### config.mk
export PLATFORM = sky130hd
export DESIGN_NAME = fbm_mode_ctl
export DESIGN_NICKNAME = d
export VERILOG_FILES = /design/src/include/fbm_pkg.sv /design/src/include/fbm_dec_if.sv /design/src/design/fbm_addr_dec.sv /design/src/design/fbm_mode_ctl.sv
export SDC_FILE = /design/constraint.sdc
export NUM_CORES = 1
export LEC_CHECK = 0
export BUFFER_PORTS_ARGS = -buffer_cell sky130_fd_sc_hd__buf_2
export CAP_MARGIN = 15
export CORE_ASPECT_RATIO = 2
export CORE_MARGIN = 2
export CORE_UTILIZATION = 30
export DETAILED_ROUTE_END_ITERATION = 6
export HOLD_SLACK_MARGIN = 0.15
export PLACE_DENSITY = 0.7
export SLEW_MARGIN = 15
export SYNTH_ARGS = -nofsm -noshare
export SYNTH_HDL_FRONTEND = slang
export SYNTH_SLANG_ARGS = --single-unit
### constraint.sdc
create_clock -name sys_clk_i -period 3.1 [get_ports sys_clk_i]
set_input_delay 0.62 -clock sys_clk_i [delete_from_list [all_inputs] [get_ports sys_clk_i]]
set_output_delay 0.62 -clock sys_clk_i [all_outputs]
set_load 0.01 [all_outputs]
### src/include/fbm_pkg.sv
// package: mode codes, address map constants and strap timing for fbm block
package fbm_pkg;
    // operating modes latched at reset release, one-hot codes
    typedef enum logic [4:0] {
        FBM_MODE_NONE   = 5'h01,
        FBM_MODE_SCHIP  = 5'h02,
        FBM_MODE_SBOOT  = 5'h04,
        FBM_MODE_PROG   = 5'h08,
        FBM_MODE_BAD    = 5'h10
    } fbm_mode_e;

    // decoded target of one physical access
    typedef enum logic [3:0] {
        FBM_SEL_NONE  = 4'h1,
        FBM_SEL_FLASH = 4'h2,
        FBM_SEL_BROM  = 4'h4,
        FBM_SEL_RAM   = 4'h8
    } fbm_sel_e;

    localparam int FBM_AW = 32;
    localparam logic [31:0] FBM_USER_BASE  = 32'h1fc0_0000;
    localparam logic [31:0] FBM_USER_LAST  = 32'h1fcf_ffff;
    localparam logic [31:0] FBM_IRQ_BASE   = 32'h1fc0_0400;
    localparam logic [31:0] FBM_BROM_LAST  = 32'h1fc0_1fff;
    localparam logic [31:0] FBM_SHAD_BASE  = 32'h4000_0000;
    localparam logic [31:0] FBM_SHAD_LAST  = 32'h400f_ffff;
    localparam logic [31:0] FBM_PROG_BASE  = 32'h0000_0000;
    localparam logic [31:0] FBM_PROG_LAST  = 32'h000f_ffff;
    localparam logic [31:0] FBM_RAM_BASE   = 32'hfffd_6000;
    localparam logic [31:0] FBM_RAM_LAST   = 32'hfffd_ffff;
    localparam logic [31:0] FBM_BLK_SIZE   = 32'h0002_0000;
    localparam logic [19:0] FBM_OFS_MASK   = 20'hf_ffff;
    localparam int FBM_BLK_CNT = 8;
    localparam int FBM_BLK_LSB = 17;
    // least reset length in system clocks
    localparam int FBM_RST_MIN_CLK = 12;
    localparam logic [3:0] FBM_RST_CNT_MAX = 4'hc;
endpackage

### src/include/fbm_dec_if.sv
// interface: address decode request and answer between fbm modules
`timescale 1ns/10ps
interface fbm_dec_if;
    logic [31:0] addr;
    logic [4:0] mode;
    logic [3:0] sel;
    logic [19:0] ofs;
    logic [2:0] blk;
    logic vector_hit;
    modport ctl (output addr, output mode,
                 input sel, input ofs, input blk, input vector_hit);
    modport dec (input addr, input mode,
                 output sel, output ofs, output blk, output vector_hit);
endinterface

### src/design/fbm_addr_dec.sv
// module: combinational physical address decoder for each latched mode
`timescale 1ns/10ps
module fbm_addr_dec (
    // decode link
    fbm_dec_if.dec dif
);
    import fbm_pkg::*;

    logic in_user;
    logic in_shad;
    logic in_prog;
    logic in_brom;
    logic in_ram;

    // window compares shared by all modes
    always_comb begin
        in_user = (dif.addr >= FBM_USER_BASE) && (dif.addr <= FBM_USER_LAST);
        in_shad = (dif.addr >= FBM_SHAD_BASE) && (dif.addr <= FBM_SHAD_LAST);
        in_prog = (dif.addr <= FBM_PROG_LAST);
        in_brom = (dif.addr >= FBM_USER_BASE) && (dif.addr <= FBM_BROM_LAST);
        in_ram = (dif.addr >= FBM_RAM_BASE) && (dif.addr <= FBM_RAM_LAST);
    end

    // per-mode target select; anything unmatched selects nothing
    always_comb begin
        dif.sel = FBM_SEL_NONE;
        dif.ofs = dif.addr[19:0] & FBM_OFS_MASK;
        dif.vector_hit = 1'b0;
        case (dif.mode)
            FBM_MODE_SCHIP: begin
                // user flash low, shadow high; boot submode aliases too
                if (in_user || in_shad) begin
                    dif.sel = FBM_SEL_FLASH;
                end else if (in_ram) begin
                    dif.sel = FBM_SEL_RAM;
                end
                dif.vector_hit = in_user && (dif.addr < FBM_IRQ_BASE);
            end
            FBM_MODE_SBOOT: begin
                if (in_brom) begin
                    dif.sel = FBM_SEL_BROM;
                end else if (in_shad) begin
                    dif.sel = FBM_SEL_FLASH;
                end else if (in_ram) begin
                    dif.sel = FBM_SEL_RAM;
                end
            end
            FBM_MODE_PROG: begin
                if (in_prog) begin
                    dif.sel = FBM_SEL_FLASH;
                end
            end
            default: begin
                dif.sel = FBM_SEL_NONE;
            end
        endcase
    end

    // 128 KB block number from the flash offset
    assign dif.blk = dif.ofs[FBM_BLK_LSB +: 3];
endmodule

### src/design/fbm_mode_ctl.sv
// module: strap-driven mode latch, fetch control and address select top
`timescale 1ns/10ps
// How it works
// - single-chip mode starts fetching from on-chip flash after reset release
// - single boot mode fetches from the 8 KB boot ROM instead
// - boot ROM routine reprograms flash from serial host data
// - mode decoded from width, loader and interleave straps across reset
// - loader and interleave strap pins become general I/O after release
// - cpu runs in single-chip and single boot modes only
// - single boot maps boot ROM low and flash at the high window
// - normal mode maps user flash low with a shadow copy high
// - programmer mode maps flash at zero, all else inaccessible
// - flash blocks are 128 KB windows, aliased high in user boot
// - interleave mode latched from port j bit3 at the first clock after reset release
// - flash writes only in user boot, single boot or programmer
// - cpu uses 32-bit flash path, programmer writes 16-bit only
module fbm_mode_ctl (
    // clock and reset; sys_rst_i mirrors the active-low pin inverted
    input wire logic sys_clk_i,
    input wire logic sys_rst_i,
    // strap pins
    input wire logic width_strap_lo_i,
    input wire logic width_strap_hi_i,
    input wire logic loader_strap_n_i,
    input wire logic port_j_bit3_i,
    // software submode request: user boot when set
    input wire logic user_boot_sel_i,
    // cpu access
    input wire logic [31:0] cpu_addr_i,
    input wire logic cpu_write_i,
    // mode status
    output fbm_pkg::fbm_mode_e mode_o,
    output logic mode_valid_o,
    output logic cpu_run_o,
    output logic fetch_brom_o,
    output logic interleave_o,
    output logic straps_free_o,
    output logic reset_short_o,
    output logic prog_16bit_o,
    // access select
    output logic sel_flash_o,
    output logic sel_brom_o,
    output logic sel_ram_o,
    output logic vector_hit_o,
    output logic [2:0] flash_blk_o,
    output logic [19:0] flash_ofs_o,
    output logic flash_wr_ok_o
);
    import fbm_pkg::*;

    fbm_mode_e mode;
    fbm_mode_e next_mode;
    logic interleave;
    logic next_interleave;
    logic released;
    logic next_released;
    bit [3:0] hold_cnt;
    logic [3:0] next_hold_cnt;
    logic short_rst;
    logic next_short_rst;
    fbm_mode_e strap_mode;

    fbm_dec_if dif ();

    // strap decode while reset is held; sys_rst_i high means pin low
    always_comb begin
        if (!width_strap_lo_i && width_strap_hi_i) begin
            strap_mode = FBM_MODE_PROG;
        end else if (width_strap_lo_i && width_strap_hi_i
                     && !loader_strap_n_i) begin
            strap_mode = FBM_MODE_SBOOT;
        end else if (width_strap_lo_i && width_strap_hi_i
                     && port_j_bit3_i) begin
            strap_mode = FBM_MODE_SCHIP;
        end else begin
            strap_mode = FBM_MODE_BAD; // unsupported combination
        end
    end

    // capture once at the first clock after release, then hold
    always_comb begin
        next_mode = mode;
        next_interleave = interleave;
        next_released = 1'b1;
        next_short_rst = short_rst;
        if (!released) begin
            next_mode = strap_mode;
            next_interleave = port_j_bit3_i;
        end
        if (!released && hold_cnt != FBM_RST_CNT_MAX) begin
            next_short_rst = 1'b1; // reset shorter than 12 clocks
        end
    end

    // latch state clears at once while reset is held
    always_ff @(posedge sys_clk_i or posedge sys_rst_i) begin
        if (sys_rst_i) begin
            mode <= FBM_MODE_NONE;
            interleave <= 1'b0;
            released <= 1'b0;
            short_rst <= 1'b0;
        end else begin
            mode <= next_mode;
            interleave <= next_interleave;
            released <= next_released;
            short_rst <= next_short_rst;
        end
    end

    // count clocks seen with reset held, saturating at the minimum
    always_comb begin
        next_hold_cnt = 4'h0; // running: start afresh at the next reset
        if (sys_rst_i) begin
            next_hold_cnt = hold_cnt;
        end
        if (sys_rst_i && hold_cnt != FBM_RST_CNT_MAX) begin
            next_hold_cnt = hold_cnt + 4'h1;
        end
    end

    // no async clear: the count must run while reset is asserted; the
    // 2-state counter starts at zero, but a power-up value on silicon may
    // hide a short first reset, so only later resets are judged reliably
    always_ff @(posedge sys_clk_i) begin
        hold_cnt <= next_hold_cnt;
    end

    // programmer mode keeps reset low, so it is seen live on the straps
    fbm_mode_e eff_mode;
    always_comb begin
        if (sys_rst_i && !width_strap_lo_i && width_strap_hi_i) begin
            eff_mode = FBM_MODE_PROG;
        end else begin
            eff_mode = mode;
        end
    end

    assign dif.addr = cpu_addr_i;
    assign dif.mode = eff_mode;

    fbm_addr_dec u_dec (
        .dif(dif)
    );

    // status outputs
    assign mode_o = eff_mode;
    assign mode_valid_o = released;
    // cpu runs after release in single-chip or single boot mode only
    assign cpu_run_o = released && (mode == FBM_MODE_SCHIP
                                    || mode == FBM_MODE_SBOOT);
    // fetch source: boot ROM only in single boot, flash otherwise
    assign fetch_brom_o = (mode == FBM_MODE_SBOOT);
    assign interleave_o = interleave;
    // loader and interleave strap pins released to general I/O
    assign straps_free_o = released;
    assign reset_short_o = short_rst;
    // external programmer path is half word wide
    assign prog_16bit_o = (eff_mode == FBM_MODE_PROG);

    // access selects; programmer holds the cpu in reset
    assign sel_flash_o = dif.sel == FBM_SEL_FLASH;
    assign sel_brom_o = dif.sel == FBM_SEL_BROM;
    assign sel_ram_o = dif.sel == FBM_SEL_RAM;
    assign vector_hit_o = dif.vector_hit;
    assign flash_blk_o = dif.blk;
    assign flash_ofs_o = dif.ofs;
    // writes allowed in user boot, single boot or programmer only
    assign flash_wr_ok_o = cpu_write_i && sel_flash_o
        && ((eff_mode == FBM_MODE_SCHIP && user_boot_sel_i)
            || eff_mode == FBM_MODE_SBOOT || eff_mode == FBM_MODE_PROG);
endmodule

; After elaboration in Yosys (flattened, before gate mapping)
; Index checks and enable logic that the tools add are counted.
[word_totals]
regBits = 12
in_bits = 40
output_inout_bits = 40
word_cells = 62
[classes]
n_mux = 13
order_cmp = 9
n_eq_ne = 10
n_reduce_logical = 24
addsub = 1
[ops]
columns = op, count
row1 = "less-or-equal comparator 32 x 29 -> 1 bit, second input constant", 2
row2 = "greater-or-equal comparator 32 x 29 -> 1 bit, second input constant", 1
row3 = "greater-or-equal comparator 32 x 31 -> 1 bit, second input constant", 1
row4 = "greater-or-equal comparator 32 bit, second input constant", 1
row5 = "less-or-equal comparator 32 x 20 -> 1 bit, second input constant", 1
row6 = "less-or-equal comparator 32 x 31 -> 1 bit, second input constant", 1
row7 = "less-or-equal comparator 32 bit, second input constant", 1
row8 = "less-than comparator 32 x 29 -> 1 bit, second input constant", 1
row9 = 2-to-1 mux 4 bit, 6
row10 = 2-to-1 mux 5 bit, 4
row11 = logical AND 1 bit, 17
row12 = case mux 4 bit (3 select lines), 1
row13 = "== test 5 x 2 -> 1 bit, second input constant", 2
row14 = "== test 5 x 3 -> 1 bit, second input constant", 2
row15 = "== test 5 x 4 -> 1 bit, second input constant", 1
row16 = "adder 4 x 1 -> 4 bit, second input constant", 1
row17 = "== test 4 x 2 -> 1 bit, second input constant", 1
row18 = "== test 4 x 3 -> 1 bit, second input constant", 1
row19 = "== test 4 bit, second input constant", 1
row20 = logical OR 1 bit, 4
row21 = "!= test 4 bit, second input constant", 1
row22 = logical NOT 1 bit, 3
row23 = 2-to-1 mux 2 bit, 1
row24 = "!= test 2 x 1 -> 1 bit, second input constant", 1
row25 = 2-to-1 mux 1 bit, 1

; Depth between registers and ports, before layout
; Gate-level depths: netlist of run 1.
[depth]
depth_word = 9
ltp_mapped = 5

; Hierarchy
; A second synthesis of run 1 with hierarchy kept.
[unflattened]
hier_cells = 128
hier_area_um2 = 1111.1
[by_module_without_submodules]
columns = module, cells_each, instances, area_per_inst_um2
row1 = fbm_mode_ctl, 66, 1, 675.6
row2 = fbm_addr_dec, 62, 1, 435.4

; Least setup slack after synthesis of run 1
; Ideal clock, no wire load.
[synth_timing]
kind = input-to-output
startpoint = input cpu_addr_i[31]
endpoint = output vector_hit_o
setup_slack_ns = 0.440
required_time_ns = 2.480
arrival_ns = 2.040
n_path_buf = 0
cell_stages = 4
path_cell_list = or4_4 > nor4_1 > nand3_1 > nor4_1
[synth_between]
elab_chain_cells = 4
[synth_rtl]
columns = item, line_no
row1 = "start, declared", fbm_mode_ctl.sv:29  ; input wire logic [31:0] cpu_addr_i,
row2 = greater-or-equal comparator 32 x 29 -> 1 bit or less-or-equal comparator 32 x 29 -> 1 bit (tied branches), fbm_addr_dec.sv:17  ; in_user = (dif.addr >= FBM_USER_BASE) && (dif.addr <= FBM_USER_LAST);
row3 = logical AND 1 bit, fbm_addr_dec.sv:17
row4 = logical AND 1 bit (*), fbm_addr_dec.sv:37  ; dif.vector_hit = in_user && (dif.addr < FBM_IRQ_BASE);
row5 = 2-to-1 mux 1 bit (*), fbm_addr_dec.sv:29  ; case (dif.mode)
row6 = "end, declared", fbm_mode_ctl.sv:44  ; output logic vector_hit_o,
; Every way passes the cells marked *; elsewhere a longest branch is shown, timed or not.

; Worst setup path after layout of run 1
[layout_timing]
startpoint = input cpu_addr_i[31]
endpoint = output flash_wr_ok_o
[layout_between]
elab_chain_cells = 9
[layout_rtl]
columns = item, line_no
row1 = greater-or-equal comparator 32 bit or less-or-equal comparator 32 bit (tied branches), fbm_addr_dec.sv:21  ; in_ram = (dif.addr >= FBM_RAM_BASE) && (dif.addr <= FBM_RAM_LAST);
row2 = logical AND 1 bit, fbm_addr_dec.sv:21
row3 = 2-to-1 mux 4 bit, "fbm_addr_dec.sv:34, fbm_addr_dec.sv:44"
row4 = 2-to-1 mux 4 bit, fbm_addr_dec.sv:42  ; end else if (in_shad) begin
row5 = 2-to-1 mux 4 bit, fbm_addr_dec.sv:40  ; if (in_brom) begin
row6 = case mux 4 bit (3 select lines) (*), fbm_addr_dec.sv:29
row7 = == test 4 x 2 -> 1 bit (*), fbm_mode_ctl.sv:161  ; assign sel_flash_o = dif.sel == FBM_SEL_FLASH;
row8 = logical AND 1 bit (*), fbm_mode_ctl.sv:168  ; assign flash_wr_ok_o = cpu_write_i && sel_flash_o
row9 = logical AND 1 bit (*), fbm_mode_ctl.sv:169  ; && ((eff_mode == FBM_MODE_SCHIP && user_boot_sel_i)
row10 = "end, declared", fbm_mode_ctl.sv:47  ; output logic flash_wr_ok_o
; Marks and branches as above.

==> results.json, run 1 <==
{
  "cts_resized": 0,
  "cp-start-kind": "input port",
  "cp_cell_sequence": "buf_2, or4_4, nor4_1, nand2b_1, a311oi_1, buf_2",
  "synth_area_sq_um": 1060,
  "num_rows": 30,
  "cts_tree": "yes",
  "hpwl_mm": 2.13,
  "min_period_over_period_pct": 93.1,
  "status": "finished clean",
  "pin_count": 80,
  "vias": 1003,
  "p_sw_share_pct": 26.9,
  "ys.flop_type": "dfrtp_1",
  "nets": 207,
  "syn_to_final_growth_pct": 18.5,
  "vias_per_cell": 5.12,
  "place.gp.congestion": 0.756,
  "setup.worst_path.class": "in2out",
  "ant_nets": 0,
  "switching_power_uw": 114,
  "cp-end-kind": "primary output",
  "syn_nets": 169,
  "clkPwrFrac_pct": 33.3,
  "hp-class": "in2async",
  "setup_tns_ns": 0,
  "clock_latency_ns": 0.24,
  "worst_path_most_repeated_cell": "buf_2",
  "drtIter0Drc": 19,
  "final_cell_mix": "buf_2 (59), nor2_1 (10), nand2_1 (7), nand3_1 (7), dfrtp_1 (7)",
  "rsz0062_at_grt": "no",
  "slowest_stage": "or4_4",
  "crit_arrival_ns": 2.26,
  "wl_per_cell_um": 12.5,
  "ys_seq_area_share_pct": 30.3,
  "cts_buffers": 3,
  "track_usage_pct": 13.4,
  "layout.cells.most_common": "buf_2",
  "antenna_cells": 0,
  "portBuffers": 59,
  "critical_path.top_delay_family": "simple AND/OR/NAND/NOR gates",
  "fin_hold_ws_ns": 0.391,
  "hold_viol_final": 0,
  "routed_wl_mm": 2.44,
  "critPathMaxFanout": 4,
  "cts_root_buf": "clkbuf_8",
  "die_h_um": 88.2,
  "overflow": 0,
  "coreArea_sq_um": 3380,
  "combPwrFrac_pct": 23.2,
  "tightest_slew_ns": 0.584,
  "ys_ff_latch": 12,
  "drt_pass1_iterations": 4,
  "postSynthCellCount": 127,
  "fmax_mhz": 347,
  "ctsHoldBuffers": 0,
  "crit_path_start": "cpu_addr_i[31]",
  "post_cts_buffers": 0,
  "die_area_sq_um": 4060,
  "drv_slew": 0,
  "crit_buf_inv": 2,
  "setup_viol": 0,
  "finish.utilization_pct": 37.3,
  "clkSlewWorstSetupHoldPaths_ns": 0.05,
  "synth_cell_types": 36,
  "peakVddDrop_uv": 114,
  "slowest_delay_ns": 0.56,
  "drt_drc_violations_left": 0,
  "grt_pass1_wl_mm": 4.04,
  "die_w_um": 46.1,
  "synth_edf_count": 4,
  "leakagePower_uw": 0.000595,
  "cts_sinks": 12,
  "grt_start_max_net_pins": 13,
  "maxCapViolCount": 0,
  "crit_required_ns": 2.48,
  "max_slew_margin_pct": 60.5,
  "r2r_start": "hold_cnt[0]",
  "finalClockSkew_ns": 0.00556,
  "synthArstFlopShare_pct": 66.7,
  "avgSynthCellArea_sq_um": 8.36,
  "power_density_nw_per_um2": 338,
  "grt_pass1_vias": 1012,
  "antenna_found_initial": 0,
  "yosysWarnings": 0,
  "finalCriticalPeriod_ns": 2.88,
  "start_util_pct": 31.4,
  "clockBufferDepth": 2,
  "htreeDepth": 1,
  "intPower_uw": 311,
  "final_layout_size_suffix_gt1_share_pct": 43.3,
  "n_fill_cell": 364,
  "seqPwrFrac_pct": 43.5
}
## stage by stage
| step | instance area [sq um] | power, uW | setup slack (ns) | instances |
|---|---|---|---|---|
| 2_1_floorplan | 1060 | 262 | 0.440 | 127 |
| 3_3_place_gp | 1210 | 287 | 0.210 | 192 |
| 3_5_place_dp | 1210 | 287 | 0.176 | 192 |
| 4_1_cts | 1260 | 432 | 0.176 | 196 |
| 5_1_grt | 1260 | 456 | 0.0923 | 196 |
| 6_report | 1260 | 425 | 0.215 | 196 |
## registers in the layout (all words and copies together) (netlist names)
signal,flops
reset_short_o,1
hold_cnt,4
interleave_o,1
mode_valid_o,1
mode,5
## worst register-to-register path, cell delays in order, from the launching register on
cell and delay [ns]:
edfxtp_1 0.41, inv_1 0.11, ha_1 0.22, nand3_1 0.14
and3_1 0.20
## kinds of logic after synthesis
| logic type | count (synthesis) | synth area share [%] |
|---|---|---|
| other cells | 1 | 0.353 |
| fa+ha+maj | 2 | 2.36 |
| xor+xnor | 2 | 1.65 |
| simple gates | 57 | 30.7 |
| flops | 12 | 30.3 |
| mux | 3 | 3.06 |
| buf+inv | 33 | 20.1 |
| compound gates | 17 | 11.4 |
## layout make-up
| cell class | instances | area, sq um | area share, % |
|---|---|---|---|
| inverter | 6 | 22.5 | 1.79 |
| tap | 32 | 40.0 | 3.18 |
| multi-input combinational | 82 | 527 | 41.8 |
| sequential | 12 | 322 | 25.5 |
| clock buffer | 4 | 45.0 | 3.58 |
| timing repair buffer | 60 | 303 | 24.1 |
## power groups by stage
stage	Combinational [uW]	Clock, uW	Sequential [uW]
4_1_cts	100	147	185
2_1_floorplan	78.7	0	183
6_report	98.7	142	185
5_1_grt	112	157	187
3_3_place_gp	99.4	0	187
3_5_place_dp	99.8	0	188
## final timing paths
check | depth (start not counted) | slack, ns | to
max in group asynchronous | 2 | 2.40 | mode[0]
worst max-delay path | 6 | 0.22 | flash_wr_ok_o
worst min register to register | 1 | 0.45 | reset_short_o
worst min-delay path | 2 | 0.39 | interleave_o
worst max register to register | 4 | 1.78 | hold_cnt[0]
min in group sys_clk_i | 1 | 0.45 | reset_short_o
## cell usage after synthesis (4+ instances only)
library cell  instances  area share, %
buf_4                24             17
nor2_1               10            3.5
dfrtp_1               7             16
nand2_1               7            2.5
nand3_1               7            3.3
and2_1                6            3.5
inv_1                 6            2.1
a21oi_1               5            2.4
nand4_1               5            2.9
nor4_1                5            2.9
o21ai_0               5            2.4
edfxtp_1              4             11
## metal layers
layer | vias to the layer above | GRT usage, % | share of wire (%)
li1 | 505 | - | -
met1 | 441 | 12.4 | 33
met2 | 48 | 25.4 | 55
met3 | 9 | 1.86 | 8.6
met4 | 0 | 7.53 | 3.3
met5 | - | 0 | 0
Power figures use the tool's default switching activity.
==> run 2: changes to the inputs <==
--- a/config.mk
+++ b/config.mk
@@ -6,13 +6,14 @@
 export NUM_CORES = 1
 export LEC_CHECK = 0
 export BUFFER_PORTS_ARGS = -buffer_cell sky130_fd_sc_hd__buf_2
-export CAP_MARGIN = 15
+export CAP_MARGIN = 20
 export CORE_ASPECT_RATIO = 2
 export CORE_MARGIN = 2
 export CORE_UTILIZATION = 30
 export DETAILED_ROUTE_END_ITERATION = 6
 export HOLD_SLACK_MARGIN = 0.15
-export PLACE_DENSITY = 0.7
+export PLACE_DENSITY = 0.72
+export SETUP_SLACK_MARGIN = 0.5
 export SLEW_MARGIN = 15
 export SYNTH_ARGS = -nofsm -noshare
 export SYNTH_HDL_FRONTEND = slang
==> constraint.sdc (replaced) <==
create_clock -name sys_clk_i -period 2.65 [get_ports sys_clk_i]
set_input_delay 0.53 -clock sys_clk_i [delete_from_list [all_inputs] [get_ports sys_clk_i]]
set_output_delay 0.53 -clock sys_clk_i [all_outputs]
set_load 0.01 [all_outputs]
==> run 2 against run 1 <==
  * First-iteration DRC count is 42% lower
  * Utilization is 4.3 points higher
  * Via count is 4.1% higher
  * Global-route usage is 1.4 points higher
  * Design area is 12% higher
  * Routed wire length is 12% higher
  * Die area stayed put
  * Worst setup slack worse by 0.20 ns
==> results.json, run 2 (synthesis gave the netlist of run 1 again) <==
{
  "r2r_slack_ns": 1.35,
  "syn_to_final_growth_pct": 32.2,
  "fin_hold_ws_ns": 0.301,
  "num_rows": 30,
  "finalPower_uw": 543,
  "power_density_nw_per_um2": 386,
  "final_cell_mix": "buf_2 (57), nor2_1 (8), nand2_1 (7), dfrtp_1 (7)",
  "cts_buffers": 3,
  "drt_pass1_iterations": 4,
  "hpwl_mm": 2.18,
  "cp-end-kind": "primary output",
  "wl_per_cell_um": 13.5,
  "start_util_pct": 31.4,
  "dp.cells": 194,
  "drt_drc_violations_left": 0,
  "nets": 212,
  "antenna_cells": 0,
  "die_area_sq_um": 4060,
  "clockBufferDepth": 2,
  "regMostFlops": "mode",
  "reg_top3": "mode x5, hold_cnt x4",
  "maxCapViolCount": 0,
  "cts_tree": "yes",
  "drtIter0Drc": 11,
  "leakagePower_uw": 0.000650,
  "track_usage_pct": 14.7,
  "largest_register_ffs": 5,
  "coreArea_sq_um": 3380,
  "pin_count": 80,
  "cp_cell_sequence": "buf_2, or4_4, or4_4, or2b_1, a221oi_2, buf_2",
  "drv_slew": 0,
  "slowest_delay_ns": 0.53,
  "vias": 1044,
  "cts_sinks": 12,
  "peakVddDrop_uv": 246,
  "hold_viol_final": 0,
  "critical_path.top_delay_family": "simple AND/OR/NAND/NOR gates",
  "crit_required_ns": 2.12,
  "crit_buf_inv": 2,
  "max_slew_margin_pct": 60.3,
  "routed_wl_mm": 2.72,
  "final_layout_size_suffix_gt1_share_pct": 50.9,
  "slowest_stage": "or4_4",
  "tightest_slew_ns": 0.588,
  "crit_arrival_ns": 2.10,
  "antenna_found_initial": 0,
  "min_period_over_period_pct": 99.3,
  "setup_viol": 0,
  "finalClockSkew_ns": 0.00327,
  "setup_ws_ns": 0.0182,
  "post-place-ws_ns": 0.0184,
  "overflow": 0,
  "setup.worst_path.class": "in2out",
  "ctsHoldBuffers": 0,
  "place.gp.congestion": 0.774,
  "finalCriticalPeriod_ns": 2.63,
  "clock_latency_ns": 0.24,
  "grt_pass1_wl_mm": 4.37,
  "ant_nets": 0,
  "final_cells": 201,
  "grt_pass1_vias": 1044,
  "cts_root_buf": "clkbuf_8",
  "die_h_um": 88.2,
  "hp-class": "in2async",
  "vias_per_cell": 5.19,
  "cp-start-kind": "input port",
  "rsz0062_at_grt": "yes",
  "die_w_um": 46.1,
  "htreeDepth": 1,
  "clkSlewWorstSetupHoldPaths_ns": 0.05,
  "portBuffers": 59,
  "layout.cells.most_common": "buf_2",
  "fmax_mhz": 380,
  "grt_start_max_net_pins": 13,
  "critPathMaxFanout": 3,
  "status": "finished clean"
}
run 2: changes by cell type in the layout (fill, tap and decap cells not counted), moves of 2 or more:
| cell | previous run | this run |
|---|---|---|
| buf_6 | 0 | 4 |
| nor4_1 | 5 | 1 |
| buf_4 | 1 | 4 |
| nor4_4 | 0 | 3 |
| buf_2 | 59 | 57 |
| nor2_1 | 10 | 8 |
run 2: stage by stage:
stage / TNS (ns) / instance area [sq um] / utilization [%]
floorplan: 0 / 1100 / -
global placement: 0 / 1260 / 37.4
detailed placement: 0 / 1260 / 37.4
CTS: 0 / 1370 / 40.6
global route: -0.00636 / 1400 / 41.6
finish: 0 / 1400 / 41.6
run 2: cell type report:
type                    count  area [sq um]
multi-input cells          82           604
clock buffers               4          55.1
fillers                   345          1970
flip-flops and latches     12           322
inverters                   6          22.5
repair buffers             65           360
well taps                  32          40.0
run 2: power breakdown:
part           leakage (uW)  internal, uW  total (uW)  switching [uW]
clock             0.0000288           131         199            67.5
sequential         0.000141           203         218            14.5
combinational      0.000479          58.8         126            67.4
run 2: final timing paths:
kind,cells past startpoint,end,startpoint
setup / recovery,6,sel_ram_o,cpu_addr_i[29]
hold / removal,2,mode[4],sys_rst_i
setup reg to reg,4,hold_cnt[1],hold_cnt[0]
hold reg to reg,1,reset_short_o,reset_short_o
max in group asynchronous,2,mode[0],sys_rst_i
min in group sys_clk_i,1,reset_short_o,reset_short_o
run 2: worst register-to-register path: stages, from the launching register on:
cell and delay, ns:
edfxtp_1 0.41, inv_1 0.10, ha_1 0.21, nand3_1 0.13
and3_1 0.20
run 2: metal layers:
layer / track usage [%] / wire length (um) / part of all wire, % / vias to the layer above
li1: - / - / - / 515
met3: 1.65 / 182 / 6.7 / 6
met5: 0 / 0 / 0 / -
met1: 14.0 / 932 / 34 / 474
met4: 10.4 / 74 / 2.7 / 0
met2: 26.9 / 1530 / 56 / 49
run 2: repair_timing:
action                     4_1_cts  5_1_grt
buffers inserted                 3        0
gates cloned                     0        0
pin swaps                        4        0
resized for setup                6        5
setup endpoints to repair        6        7
==> run 3: changes to the inputs <==
--- a/config.mk
+++ b/config.mk
@@ -7,7 +7,7 @@
 export LEC_CHECK = 0
 export BUFFER_PORTS_ARGS = -buffer_cell sky130_fd_sc_hd__buf_2
 export CAP_MARGIN = 20
-export CORE_ASPECT_RATIO = 2
+export CORE_ASPECT_RATIO = 1.1
 export CORE_MARGIN = 2
 export CORE_UTILIZATION = 30
 export DETAILED_ROUTE_END_ITERATION = 6
==> run 3 against run 2 <==
  * Register-to-register slack got worse by 0.02 ns
  * Cell count rose by 7.5%
  * Sequential share of layout area rose by 0.23 points
  * Combinational power rose by 3%
  * Largest cell class unchanged
==> results.json, run 3 (synthesis gave the netlist of run 1 again) <==
{
  "drt_pass1_iterations": 4,
  "drv_slew": 0,
  "tightest_slew_ns": 0.538,
  "clockBufferDepth": 2,
  "hpwl_mm": 2.23,
  "use_met1_pct": 15.5,
  "use_met2_pct": 24.2,
  "nets": 211,
  "cts_buffers": 3,
  "setup_tns_ns": 0,
  "track_usage_pct": 13.5,
  "slowest_delay_ns": 0.55,
  "r2r_slack_ns": 1.33,
  "clock_latency_ns": 0.27,
  "n_fill_cell": 362,
  "fmax_mhz": 381,
  "ant_nets": 0,
  "finish.utilization_pct": 41.4,
  "critPathMaxFanout": 3,
  "drt_drc_violations_left": 0,
  "grt.busiest_layer": "met2",
  "cp-start-kind": "input port",
  "vias": 1050,
  "die_h_um": 66.4,
  "largest_register_ffs": 5,
  "htreeDepth": 1,
  "antenna_cells": 0,
  "final_layout_size_suffix_gt1_share_pct": 50.6,
  "coreArea_sq_um": 3360,
  "crit_required_ns": 2.12,
  "met3_usage_pct": 2.15,
  "grt_start_max_net_pins": 13,
  "setup_viol": 0,
  "die_w_um": 60.7,
  "r2r_start": "hold_cnt[0]",
  "clkSlewWorstSetupHoldPaths_ns": 0.07,
  "leakagePower_uw": 0.000636,
  "routed_wl_mm": 2.85,
  "reg_top3": "mode x5, hold_cnt x4",
  "die_area_sq_um": 4030,
  "power_density_nw_per_um2": 334,
  "grt_pass1_wl_mm": 4.16,
  "final_cell_mix": "buf_2 (57), nor2_1 (9), nand2_1 (7), dfrtp_1 (7)",
  "num_rows": 22,
  "peakVddDrop_uv": 239,
  "drtIter0Drc": 41,
  "cts_root_buf": "clkbuf_4",
  "cp_cell_sequence": "buf_6, or4_4, or4_4, or2b_1, a221oi_2, buf_2",
  "overflow": 0,
  "pin_count": 80,
  "grt_pass1_vias": 914,
  "hp-class": "in2async",
  "finalCriticalPeriod_ns": 2.62,
  "seq_area_sq_um": 322,
  "cts_tree": "yes",
  "worstReg2RegEnd": "hold_cnt[1]",
  "vias_per_cell": 4.86,
  "min_period_over_period_pct": 99.0,
  "hold_viol_final": 0,
  "portBuffers": 59,
  "rsz0062_at_grt": "yes",
  "syn_to_final_growth_pct": 30.9,
  "slowest_stage": "or4_4",
  "multi_input_area_sq_um": 607,
  "place.gp.congestion": 0.773,
  "crit_arrival_ns": 2.09,
  "reg2reg_depth": 4,
  "cts_sinks": 12,
  "layout.cells.most_common": "buf_2",
  "cp-end-kind": "primary output",
  "finalClockSkew_ns": 0.00541,
  "regMostFlops": "mode",
  "ctsHoldBuffers": 0,
  "setup.worst_path.class": "in2out",
  "max_slew_margin_pct": 63.8,
  "maxCapViolCount": 0,
  "wl_per_cell_um": 13.2,
  "worst_path_most_repeated_cell": "or4_4",
  "start_util_pct": 31.6,
  "status": "finished clean",
  "antenna_found_initial": 0
}
[run 3: worst max-delay path by stage]
stage / startpoint / to / slack, ns / cells past startpoint
after global placement: cpu_addr_i[31] / sel_ram_o / 0.03 / 6
final: cpu_addr_i[31] / sel_ram_o / 0.03 / 6
after detailed placement: cpu_addr_i[31] / vector_hit_o / 0.004 / 6
after CTS: cpu_addr_i[31] / sel_ram_o / 0.04 / 6
after global routing: cpu_addr_i[31] / vector_hit_o / -0.05 / 7
after floorplan: cpu_addr_i[31] / sel_ram_o / 0.28 / 4
[run 3: worst max-delay path: cells and delay by family]
| family | cells | cell delay (ns) |
|---|---|---|
| compound gates | 1 | 0.06 |
| buf+inv | 2 | 0.24 |
| simple gates | 3 | 1.27 |
[run 3: routing by layer]
layer,vias to the layer above,routed length [um]
li1,513,-
met1,471,1160
met2,61,1400
met3,5,249
met4,0,44
met5,-,0
[run 3: stage by stage]
step           cell area, sq um  instances  total power, uW  hold slack, ns  setup slack (ns)
2_1_floorplan              1100        127              307           0.362             0.279
3_3_place_gp               1280        209              339           0.442            0.0318
3_5_place_dp               1280        209              342           0.444           0.00358
4_1_cts                    1360        215              466           0.265            0.0384
5_1_grt                    1390        216              493           0.292           -0.0460
6_report                   1390        216              464           0.265            0.0267
[run 3: area by class of cell]
cell class	instances	share of cell area, %
flip-flops and latches	12	23.1
clock buffers	4	1.89
multi-input cells	82	43.7
well taps	48	4.32
repair buffers	64	25.4
inverters	6	1.62
[run 3: repair_timing]
item | in CTS | in global routing
resized for setup | 6 | 5
endpoints found under the setup margin | 6 | 7
buffers inserted | 2 | 1
pin swaps | 3 | 0
[run 3: where the power goes]
| group | internal (uW) | switching, uW | total (uW) |
|---|---|---|---|
| Combinational | 60.6 | 69.5 | 130 |
| Sequential | 203 | 14.6 | 217 |
| Clock | 58.3 | 58.1 | 116 |
